[src/hw/dpwu_pkg.sv]
// constants, field layouts and carrier types for the direct pixel write unpacker
package dpwu_pkg;

  // register offsets (byte addresses on the register port)
  localparam int ADDR_W = 8;
  localparam logic [7:0] OFS_DIRECT_WRITE_CONTROL = 8'h00;
  localparam logic [7:0] OFS_DEPTH_BUFFER_MODE_CONTROL = 8'h04;
  localparam logic [7:0] OFS_RENDER_FORMAT_CONTROL = 8'h08;
  localparam logic [7:0] OFS_CONSTANT_COLOUR_ONE = 8'h0C;
  localparam logic [7:0] OFS_CONSTANT_DEPTH_ALPHA = 8'h10;
  localparam logic [7:0] OFS_SCREEN_HEIGHT = 8'h14;
  localparam logic [7:0] OFS_WRITE_STATUS = 8'h18;

  // reset values
  localparam logic [31:0] RST_REG32 = 32'h0000_0000;
  localparam logic [10:0] RST_SCREEN_HEIGHT = 11'h1E0;
  localparam logic [15:0] RST_COUNT = 16'h0000;

  // direct_write_control fields
  localparam int DWC_FMT_LSB = 0;
  localparam int DWC_PIPE_BIT = 8;
  localparam int DWC_LANE_LSB = 9;
  localparam int DWC_WSWAP_BIT = 11;
  localparam int DWC_SWIZZLE_BIT = 12;
  localparam int DWC_YORG_BIT = 13;
  localparam int DWC_WSEL_BIT = 14;
  // depth_buffer_mode_control field
  localparam int DBM_YORG_BIT = 17;
  // render_format_control fields
  localparam int RFC_MODE_LSB = 0;
  localparam int RFC_ASRC_LSB = 15;
  localparam logic [1:0] RFC_MODE_15BPP = 2'h1;
  localparam logic [1:0] RFC_MODE_32BPP = 2'h2;
  // constant depth/alpha layout
  localparam int CDA_ALPHA_LSB = 24;

  // direct-write format codes
  localparam logic [3:0] FMT_RGB565 = 4'h0;
  localparam logic [3:0] FMT_XRGB1555 = 4'h1;
  localparam logic [3:0] FMT_ARGB1555 = 4'h2;
  localparam logic [3:0] FMT_XRGB8888 = 4'h4;
  localparam logic [3:0] FMT_ARGB8888 = 4'h5;
  localparam logic [3:0] FMT_DEPTH32 = 4'h8;
  localparam logic [3:0] FMT_Z16_RGB565 = 4'hC;
  localparam logic [3:0] FMT_Z16_XRGB1555 = 4'hD;
  localparam logic [3:0] FMT_Z16_ARGB1555 = 4'hE;
  localparam logic [3:0] FMT_Z16_Z16 = 4'hF;

  typedef struct packed {
    logic valid;
    logic [10:0] x;
    logic [10:0] y;
    logic [31:0] data;
  } dpwu_host_wr_type;

  typedef struct packed {
    logic [7:0] r;
    logic [7:0] g;
    logic [7:0] b;
    logic [7:0] a;
  } dpwu_rgba_type;

  typedef struct packed {
    logic valid;
    logic pipe;
    logic col_we;
    logic z_we;
    logic a_we;
    logic [10:0] x;
    logic [10:0] y;
    dpwu_rgba_type col;
    logic [31:0] z;
    logic [47:0] w;
  } dpwu_pix_type;

endpackage : dpwu_pkg

[src/hw/dpwu_unpacker.sv]
// direct pixel write unpacker: register port, word unpacking and pixel output
//
// Local design decisions: the register offsets and strobed register access.
`timescale 1ns/10ps

module dpwu_unpacker
  import dpwu_pkg::*;
(
  input wire logic clk,
  input wire logic rst,
  input wire logic [ADDR_W-1:0] reg_addr,
  input wire logic [31:0] reg_wdata,
  input wire logic reg_wr,
  input wire logic reg_rd,
  output logic [31:0] reg_rdata,
  input wire dpwu_host_wr_type host_wr,
  output dpwu_pix_type pix_left,
  output dpwu_pix_type pix_right
);

  typedef struct packed {
    logic [31:0] direct_write_control_reg;
    logic [31:0] depth_buffer_mode_control_reg;
    logic [31:0] render_format_control_reg;
    logic [31:0] constant_colour_one_reg;
    logic [31:0] constant_depth_alpha_reg;
    logic [10:0] screen_height_reg;
    logic [15:0] accepted_count_reg;
    logic [15:0] discard_count_reg;
    logic [31:0] rdata_reg;
    dpwu_pix_type left_reg;
    dpwu_pix_type right_reg;
  } dpwu_state_type;

  dpwu_state_type state_reg;
  dpwu_state_type state_next;

  function automatic logic [7:0] dpwu_expand5(input logic [4:0] v);
    dpwu_expand5 = {v, v[4:2]};
  endfunction : dpwu_expand5

  function automatic logic [7:0] dpwu_expand6(input logic [5:0] v);
    dpwu_expand6 = {v, v[5:4]};
  endfunction : dpwu_expand6

  // decode one 16-bit colour half; code is the colour part of the format (0, 1 or 2)
  function automatic dpwu_rgba_type dpwu_decode16(input logic [15:0] h, input logic [1:0] code,
                                                  input logic [1:0] lane);
    logic [7:0] c0;
    logic [7:0] c1;
    dpwu_rgba_type o;
    c0 = 8'h00;
    c1 = 8'h00;
    o = '0;
    if (code == 2'd0) begin
      c0 = dpwu_expand5(h[15:11]);
      o.g = dpwu_expand6(h[10:5]);
      c1 = dpwu_expand5(h[4:0]);
    end else if (!lane[1]) begin
      c0 = dpwu_expand5(h[14:10]);
      o.g = dpwu_expand5(h[9:5]);
      c1 = dpwu_expand5(h[4:0]);
      o.a = {8{h[15]}};
    end else begin
      c0 = dpwu_expand5(h[15:11]);
      o.g = dpwu_expand5(h[10:6]);
      c1 = dpwu_expand5(h[5:1]);
      o.a = {8{h[0]}};
    end
    // lane bit 0 swaps red and blue
    o.r = lane[0] ? c1 : c0;
    o.b = lane[0] ? c0 : c1;
    dpwu_decode16 = o;
  endfunction : dpwu_decode16

  // decode one 32-bit colour word (formats 4 and 5)
  function automatic dpwu_rgba_type dpwu_decode32(input logic [31:0] w, input logic [1:0] lane);
    logic [7:0] c0;
    logic [7:0] c1;
    dpwu_rgba_type o;
    o = '0;
    // upper lanes take alpha from the low byte, lower lanes from the top byte
    // alpha byte follows the lane choice
    if (!lane[1]) begin
      o.a = w[31:24];
      c0 = w[23:16];
      o.g = w[15:8];
      c1 = w[7:0];
    end else begin
      c0 = w[31:24];
      o.g = w[23:16];
      c1 = w[15:8];
      o.a = w[7:0];
    end
    o.r = lane[0] ? c1 : c0;
    o.b = lane[0] ? c0 : c1;
    dpwu_decode32 = o;
  endfunction : dpwu_decode32

  // 16-bit depth widened to the buffer depth; 32-bit mode replicates the top byte
  function automatic logic [31:0] dpwu_depth16(input logic [15:0] z, input logic deep);
    dpwu_depth16 = deep ? {8'h00, z, z[15:8]} : {16'h0000, z};
  endfunction : dpwu_depth16

  logic [31:0] dwc;
  logic [31:0] cda;
  logic [3:0] fmt;
  logic [1:0] lane;
  logic pipe;
  logic deep;
  logic [31:0] swz_word;
  logic [31:0] word;
  logic fmt_ok;
  logic has_alpha;
  logic has_colour;
  logic has_depth;
  logic two_pix;
  logic y_bottom;
  logic [10:0] y_out;
  logic [7:0] fill_alpha;
  dpwu_rgba_type col_l;
  dpwu_rgba_type col_r;
  logic [31:0] z_l;
  logic [31:0] z_r;

  always_comb begin
    dwc = state_reg.direct_write_control_reg;
    cda = state_reg.constant_depth_alpha_reg;
    fmt = dwc[DWC_FMT_LSB +: 4];
    lane = dwc[DWC_LANE_LSB +: 2];
    pipe = dwc[DWC_PIPE_BIT];
    deep = state_reg.render_format_control_reg[RFC_MODE_LSB +: 2] == RFC_MODE_32BPP;
    // swizzle comes first, on every format
    swz_word = dwc[DWC_SWIZZLE_BIT] ? {host_wr.data[7:0], host_wr.data[15:8],
                                       host_wr.data[23:16], host_wr.data[31:24]} : host_wr.data;
    // word swap acts on the swizzled word
    if (dwc[DWC_WSWAP_BIT] && fmt != FMT_XRGB8888 && fmt != FMT_ARGB8888 && fmt != FMT_DEPTH32) begin
      word = {swz_word[15:0], swz_word[31:16]};
    end else begin
      word = swz_word;
    end
    has_alpha = 1'b0;
    has_colour = 1'b1;
    has_depth = 1'b0;
    two_pix = 1'b0;
    fmt_ok = 1'b1;
    col_l = '0;
    col_r = '0;
    z_l = {8'h00, cda[23:0]};
    z_r = {8'h00, cda[23:0]};
    // lanes picked last, from the swapped word
    unique case (fmt)
      FMT_RGB565, FMT_XRGB1555, FMT_ARGB1555: begin
        // after the swap, right is upper and left lower
        col_l = dpwu_decode16(word[15:0], fmt[1:0], lane);
        col_r = dpwu_decode16(word[31:16], fmt[1:0], lane);
        has_alpha = fmt == FMT_ARGB1555;
        two_pix = 1'b1;
      end
      FMT_XRGB8888, FMT_ARGB8888: begin
        col_l = dpwu_decode32(word, lane);
        has_alpha = fmt == FMT_ARGB8888;
      end
      FMT_DEPTH32: begin
        col_l = state_reg.constant_colour_one_reg[31:0];
        col_l.a = cda[CDA_ALPHA_LSB +: 8];
        // depth taken as supplied, already encoded
        z_l = word;
        has_colour = 1'b0;
        has_depth = 1'b1;
      end
      FMT_Z16_RGB565, FMT_Z16_XRGB1555, FMT_Z16_ARGB1555: begin
        col_l = dpwu_decode16(word[15:0], fmt[1:0], lane);
        z_l = dpwu_depth16(word[31:16], deep);
        has_alpha = fmt == FMT_Z16_ARGB1555;
        has_depth = 1'b1;
      end
      FMT_Z16_Z16: begin
        // swap set puts left depth in the upper half
        z_l = dpwu_depth16(word[15:0], deep);
        z_r = dpwu_depth16(word[31:16], deep);
        col_l = state_reg.constant_colour_one_reg[31:0];
        col_l.a = cda[CDA_ALPHA_LSB +: 8];
        col_r = col_l;
        has_colour = 1'b0;
        has_depth = 1'b1;
        two_pix = 1'b1;
      end
      default: begin
        fmt_ok = 1'b0;
      end
    endcase
    // pipeline depth-only format 15 copies the left pixel's constant colour to the right pixel as well
    if (fmt == FMT_Z16_Z16 && pipe) begin
      col_r = col_l;
    end
    unique case (state_reg.render_format_control_reg[RFC_ASRC_LSB +: 2])
      2'd0: fill_alpha = 8'h00;
      2'd1: fill_alpha = 8'hFF;
      2'd2: fill_alpha = {8{cda[31]}};
      default: fill_alpha = 8'h00;
    endcase
    if (!has_alpha && has_colour) begin
      // pipeline takes alpha from the constant register
      col_l.a = pipe ? cda[CDA_ALPHA_LSB +: 8] : fill_alpha;
      col_r.a = col_l.a;
    end
    // bypass uses the direct-write origin bit
    // pipeline uses the depth-mode origin bit
    y_bottom = pipe ? state_reg.depth_buffer_mode_control_reg[DBM_YORG_BIT] : dwc[DWC_YORG_BIT];
    y_out = y_bottom ? 11'(state_reg.screen_height_reg - 11'd1 - host_wr.y) : host_wr.y;
  end

  always_comb begin
    state_next = state_reg;
    state_next.rdata_reg = RST_REG32;
    state_next.left_reg.valid = 1'b0;
    state_next.right_reg.valid = 1'b0;
    if (reg_wr) begin
      unique case (reg_addr)
        OFS_DIRECT_WRITE_CONTROL: state_next.direct_write_control_reg = reg_wdata;
        OFS_DEPTH_BUFFER_MODE_CONTROL: state_next.depth_buffer_mode_control_reg = reg_wdata;
        OFS_RENDER_FORMAT_CONTROL: state_next.render_format_control_reg = reg_wdata;
        OFS_CONSTANT_COLOUR_ONE: state_next.constant_colour_one_reg = reg_wdata;
        OFS_CONSTANT_DEPTH_ALPHA: state_next.constant_depth_alpha_reg = reg_wdata;
        OFS_SCREEN_HEIGHT: state_next.screen_height_reg = reg_wdata[10:0];
        default: begin
        end
      endcase
    end
    if (reg_rd) begin
      unique case (reg_addr)
        OFS_DIRECT_WRITE_CONTROL: state_next.rdata_reg = state_reg.direct_write_control_reg;
        OFS_DEPTH_BUFFER_MODE_CONTROL: state_next.rdata_reg = state_reg.depth_buffer_mode_control_reg;
        OFS_RENDER_FORMAT_CONTROL: state_next.rdata_reg = state_reg.render_format_control_reg;
        OFS_CONSTANT_COLOUR_ONE: state_next.rdata_reg = state_reg.constant_colour_one_reg;
        OFS_CONSTANT_DEPTH_ALPHA: state_next.rdata_reg = state_reg.constant_depth_alpha_reg;
        OFS_SCREEN_HEIGHT: state_next.rdata_reg = {21'h0, state_reg.screen_height_reg};
        OFS_WRITE_STATUS: state_next.rdata_reg = {state_reg.discard_count_reg, state_reg.accepted_count_reg};
        default: state_next.rdata_reg = RST_REG32;
      endcase
    end
    if (host_wr.valid) begin
      if (fmt_ok) begin
        state_next.accepted_count_reg = state_reg.accepted_count_reg + 16'd1;
        state_next.left_reg.valid = 1'b1;
        state_next.left_reg.pipe = pipe;
        state_next.left_reg.x = host_wr.x;
        state_next.left_reg.y = y_out;
        state_next.left_reg.col = col_l;
        state_next.left_reg.z = z_l;
        // bypass touches the buffers the format carries, plus alpha for any colour format in 15bpp mode
        state_next.left_reg.col_we = pipe | has_colour;
        state_next.left_reg.z_we = pipe | has_depth;
        state_next.left_reg.a_we = pipe | has_alpha |
                                   (has_colour && state_reg.render_format_control_reg[1:0] == RFC_MODE_15BPP);
        // W fraction MSBs from Z or the constant depth
        // the rest of W is zero; bypass gives zero
        state_next.left_reg.w = '0;
        if (pipe) begin
          state_next.left_reg.w[31:16] = dwc[DWC_WSEL_BIT] ? cda[23:8] : (deep || fmt == FMT_DEPTH32 ||
                                         !has_depth) ? z_l[23:8] : z_l[15:0];
        end
        state_next.right_reg = state_next.left_reg;
        state_next.right_reg.valid = two_pix;
        state_next.right_reg.x = 11'(host_wr.x + 11'd1);
        state_next.right_reg.col = col_r;
        state_next.right_reg.z = z_r;
        if (pipe) begin
          state_next.right_reg.w[31:16] = dwc[DWC_WSEL_BIT] ? cda[23:8] : (deep || !has_depth) ?
                                          z_r[23:8] : z_r[15:0];
        end
      end else begin
        state_next.discard_count_reg = state_reg.discard_count_reg + 16'd1;
      end
    end
  end

  always_ff @(posedge clk or posedge rst) begin
    if (rst) begin
      state_reg <= '0;
      state_reg.screen_height_reg <= RST_SCREEN_HEIGHT;
      state_reg.accepted_count_reg <= RST_COUNT;
      state_reg.discard_count_reg <= RST_COUNT;
    end else begin
      state_reg <= state_next;
    end
  end

  assign reg_rdata = state_reg.rdata_reg;
  assign pix_left = state_reg.left_reg;
  assign pix_right = state_reg.right_reg;

endmodule : dpwu_unpacker

[config.mk]
export PLATFORM = sky130hd
export DESIGN_NAME = dpwu_unpacker
export DESIGN_NICKNAME = d
export VERILOG_FILES = /design/src/hw/dpwu_pkg.sv /design/src/hw/dpwu_unpacker.sv
export SDC_FILE = /design/constraint.sdc
export NUM_CORES = 1
export LEC_CHECK = 0
export BUFFER_PORTS_ARGS = -buffer_cell sky130_fd_sc_hd__buf_2
export CORE_ASPECT_RATIO = 1.25
export CORE_MARGIN = 2
export CORE_UTILIZATION = 40
export CTS_CLUSTER_SIZE = 14
export DETAILED_ROUTE_END_ITERATION = 16
export PLACE_DENSITY = 0.59
export SLEW_MARGIN = 40
export SYNTH_ARGS = -nofsm -noshare
export SYNTH_HDL_FRONTEND = slang
export SYNTH_SLANG_ARGS = --single-unit
[constraint.sdc]
create_clock -name clk -period 18.7 [get_ports clk]
set_input_delay 1.87 -clock clk [delete_from_list [all_inputs] [get_ports clk]]
set_output_delay 1.87 -clock clk [all_outputs]
set_load 0.05 [all_outputs]
# [After elaboration in Yosys (flattened, before gate mapping)]
# Cells that the tools add are included.
[classes] add_sub_neg=5 n_mul=0 n_div=0 magnitude_cmp=0 n_eq_ne=22 n_shift=0 n_mux=56 n_bitwise=5 reduce_logical=30
[op_table] cell="$mux 278" count=2
[op_table] cell="$mux 8" count=29
[op_table] cell="$pmux 32 s7" count=1
[op_table] cell="$pmux 32 s3" count=2
[op_table] cell="$mux 32" count=4
[op_table] cell="$mux 16" count=6
[op_table] cell="$mux 24" count=3
[op_table] cell="$pmux 32 s2" count=1
[op_table] cell="$add 16x1->16 const B" count=2
[op_table] cell="$eq 8x5->1 const B" count=3
[op_table] cell="$eq 4x4->1 const B" count=5
[op_table] cell="$eq 8x4->1 const B" count=2
[op_table] cell="$pmux 8 s2" count=1
[op_table] cell="$reduce_and 2->1" count=8
[op_table] cell="$add 11x1->11 const B" count=1
[op_table] cell="$mux 11" count=1
[op_table] cell="$sub 11x1->11 const B" count=1
[op_table] cell="$sub 11x11->11" count=1
[op_table] cell="$reduce_or 10->1" count=1
[op_table] cell="$eq 4x3->1 const B" count=2
[op_table] cell="$eq 8x3->1 const B" count=1
[op_table] cell="$logic_not 8->1" count=1
[op_table] cell="$ne 4x3->1 const B" count=2
[op_table] cell="$logic_and 1x1->1" count=6
[op_table] cell="other kinds (18)" count=32
[totals] register_bits=434 latch_bits=0 mem_bits_rw=0 mem_bits_ro=0 inputBits=99 output_inout_bits=310 elab_cells=148 mem_count=0

# [Logic depth before layout (Yosys ltp)]
[depth] depth_word=13 depth_mapped=11 depth_no_buf=10

# [Worst setup path after synthesis]
# Ideal clock, no wire load.
[synth_path] path_kind="input to register" start="input reg_addr[1]" end="register state_reg[449] (netlist bit)" setup_time_ps=125 arrival_ps=3765 required_time_ps=18575 setup_slack_ps=14810 path_stages=8 n_path_buf=1 cell_sequence="nor3_1 nand2_1 nor2_1 nand2_1 nor2_1 nand2_1 buf_1 mux2_2"
[synth_between] elab_chain_len=2
[synth_lines] item="from (decl)" line="dpwu_unpacker.sv:11" rtl="input wire logic [ADDR_W-1:0] reg_addr,"
[synth_lines] item="$eq 8x3->1" line="dpwu_unpacker.sv:220" rtl="unique case (reg_addr)"
[synth_lines] item="$reduce_and 2->1 (no source line)"
[synth_lines] item="to (signal assigned)" line="dpwu_unpacker.sv:286" rtl="state_reg <= state_next;"
[synth_lines] item="to (decl)" line="dpwu_unpacker.sv:35" rtl="dpwu_state_type state_reg;"
# No other way between the ends.
# A chain may end at the register's enable or synchronous reset.

# [Worst setup path after layout]
[layout_path] start="register state_reg, in the netlist dwc[1]" end="register state_reg, in the netlist pix_right[105]"
[layout_between] elab_chain_len=10 word_cells_on_any_way=42 classes_between="eq/ne: 12; mux: 18; reduce/logical: 12"
[layout_lines] item="$ne 4x3->1" line="dpwu_unpacker.sv:137" rtl="if (dwc[DWC_WSWAP_BIT] && fmt != FMT_XRGB8888 && fmt != FMT_ARGB8888 && fmt != FMT_DEPTH32) begin"
[layout_lines] item="$logic_and 1x1->1 (3 in a row)" line="dpwu_unpacker.sv:137"
[layout_lines] item="$mux 32" line="dpwu_unpacker.sv:137"
[layout_lines] item="$mux 8" line="dpwu_unpacker.sv:59" rtl="end else if (!lane[1]) begin"
[layout_lines] item="$mux 8" line="dpwu_unpacker.sv:55" rtl="if (code == 2'd0) begin"
[layout_lines] item="$mux 8" line="dpwu_unpacker.sv:71" rtl="o.r = lane[0] ? c1 : c0;"
[layout_lines] item="$pmux 32 s3 or $pmux 32 s2 (tied branches)" line="dpwu_unpacker.sv:152" rtl="unique case (fmt)"
[layout_lines] item="$mux 32" line="dpwu_unpacker.sv:194" rtl="if (fmt == FMT_Z16_Z16 && pipe) begin"
# Parallel ways exist; a longest one is shown, timed or not.

==> metrics.yaml <==
worst_setup_path:
  worstSetupStartpoint: "dwc[1]$_DFFE_PP0P_"
  critical_path.max_fanout: 71
  required_ps: 19200
  worstPathArrival_ps: 4780
  cp-start-kind: "flip-flop"
  worstSetupPathType: "reg -> reg"
  endpoint_kind: "flip-flop"
  timing.rr.start: "dwc[1]$_DFFE_PP0P_"
timing:
  relSlewSlack: 0.426
  maxSlewViolCount: 0
  max_freq_mhz: 234
  fin_skew_ps: 32.4
  rsz0062_at_grt: "no"
  tightest_slew_ps: 838
  tns_ps: 0
  setup_viol_count_final: 0
  hold_violations: 0
  period_needed_ps: 4280
  finalCritPeriodShare: 0.229
routing:
  wirelength_um: 95500
  firstDrtPassIters: 7
  drc: 0
  vias_per_cell: 5.93
  wl_per_cell_um: 27.0
  first_iter_violations: 2307
  postRouteAntennaNets: 0
  vias: 20900
finish:
  finalNonFillerCells: 3533
  layout_commonest_cell: "dfrtp_1"
  nets: 2769
  final_cell_mix: "dfrtp_1 (421), buf_2 (337), nand2_1 (310)"
  utilization: 0.439
  largest_register_ffs: 139
  area_growth_pct: 8.58
  layout-drive-gt1-share: 0.280
worst_hold_path:
  min_path_type: "reg -> reg"
  hp-start: "pix_left[131]$_DFFE_PP0P_"
placement:
  io_buffers: 336
  dp_hpwl_um: 69900
  place.gp.congestion: 0.985
  dp_cells: 3447
logic_synthesis:
  ys_seq_elements: 426
  synthArstFlopShare: 1.00
  synth_edf_count: 0
  synth_cells: 2623
  synthSimpleGateAreaFrac: 0.0998
  synthXorXnorAreaFrac: 0.0179
  yosys_warnings: 0
  synth_top_family_by_area: "compound AO/OA/AOI/OAI gates"
  synthAdderAreaFrac: 0.00815
  synth.cell_area_sq_um: 25500
  synth_ff_type: "dfrtp_1"
  postSynthAreaPerCell_sq_um: 9.71
  ys_types: 84
  muxShareOfSynthArea: 0.164
  seq_area_frac_synth: 0.419
  synth-compound-area-share: 0.168
grt:
  grt_max_degree: 121
  grt-ovfl-total: 0
  track_usage: 0.283
  grt_antenna_before_repair: 2
  first_global_vias: 20500
  grt_pass1_wl_um: 139000
status:
  status: "complete, no violations"
power:
  max-vdd-ir-drop_uv: 57.9
  power_density_nw_per_um2: 90.6
  fin_total_pwr_mw: 2.50
  p_leak_nw: 13.2
clock_tree:
  post_cts_resized: 0
  tritoncts: "built"
  cts_buffers: 45
  cts_setup_buffers: 0
  root_buffer: "clkbuf_16"
  clock_sinks: 426
  clk_latency_ps: 610
  clkTransAtPathRegs_ps: 60
  cts_hold_buffers: 0
  h-tree-depth: 2
  clock_path_buffers: 3
job:
  maxCapViolations: 0
floorplan:
  placeableCoreArea_sq_um: 63000
  die_w_um: 230
  die-area_sq_um: 65700
  ios: 409
  die_y_um: 286
  start_util: 0.404
  rows: 103
-- cell type report --
| type | instances | area (sq um) |
|---|---|---|
| Antenna cell | 2 | 5.00 |
| Clock inverter | 19 | 287 |
| Inverter | 29 | 124 |
| Timing Repair Buffer | 388 | 2130 |
| Fill cell | 6037 | 35400 |
| Tap cell | 840 | 1050 |
| Multi-Input combinational cell | 1764 | 12100 |
| Clock buffer | 65 | 1310 |
| Sequential cell | 426 | 10700 |
-- cells by family (layout without fill, tap and decap cells) --
family,after synthesis,count (layout)
other,1,74
adders and majority gates,16,16
DFF,426,426
muxes,381,381
xor gates and xnor gates,52,52
buffers and inverters,504,501
AOI/OAI and AO/OA,649,649
and+or+nand+nor,594,594
-- critical path, cell delays in order, from the launching register on --
cell	delay [ps]
dfrtp_1	650
o21a_1	230
o211ai_1	580
nand2_4	450
inv_4	690
buf_4	730
nand2_1	130
a211o_1	320
o22a_1	170
o21a_1	110
-- synthesized netlist by cell type, types with 25 or more instances --
cell	count	area [sq um]
nand3_1	33	165
mux2i_1	148	1480
a22oi_1	34	255
mux2_2	223	2510
dfrtp_1	422	10600
nand2_1	316	1190
buf_4	313	2350
a21oi_1	159	796
inv_1	26	97.6
a221oi_1	25	219
o21ai_0	146	731
nor2_1	141	529
o22ai_1	36	225
clkbuf_1	108	405
buf_1	32	120
xnor2_1	33	289
a211oi_1	37	278
-- report_power, final --
group / switching, mW / total, mW / internal [mW]
clock network: 0.408 / 0.972 / 0.564
logic: 0.366 / 0.497 / 0.132
registers: 0.0593 / 1.04 / 0.976
-- per-stage QoR --
stage | setup slack [ps] | area (sq um) | hold slack [ps]
2_1_floorplan | 4980 | 25700 | 440
3_3_place_gp | 14090 | 25900 | 454
3_5_place_dp | 14030 | 26000 | 457
4_1_cts | 14570 | 27600 | 473
5_1_grt | 14250 | 27700 | 493
6_report | 14420 | 27700 | 469
-- path summary, 6_finish.rpt --
kind	slack, ps	end	cells after the start
setup / recovery	14420	pix_right[105]$_DFFE_PP0P_	9
hold / removal	470	pix_left[131]$_DFFE_PP0P_	2
setup reg to reg	14420	pix_right[105]$_DFFE_PP0P_	9
hold reg to reg	470	pix_left[131]$_DFFE_PP0P_	2
max in group asynchronous	15950	cda[28]$_DFFE_PP0P_	4
min in group asynchronous	1370	pix_left[138]$_DFF_PP0_	2
-- metal layers --
layer	GRT usage	up-vias	part of all wire
li1	-	9095	-
met2	0.464	1079	0.47
met4	0.137	2	0.053
met5	0	-	0.00014
met3	0.0444	234	0.071
met1	0.366	10500	0.40
Power figures use the tool's default switching activity.
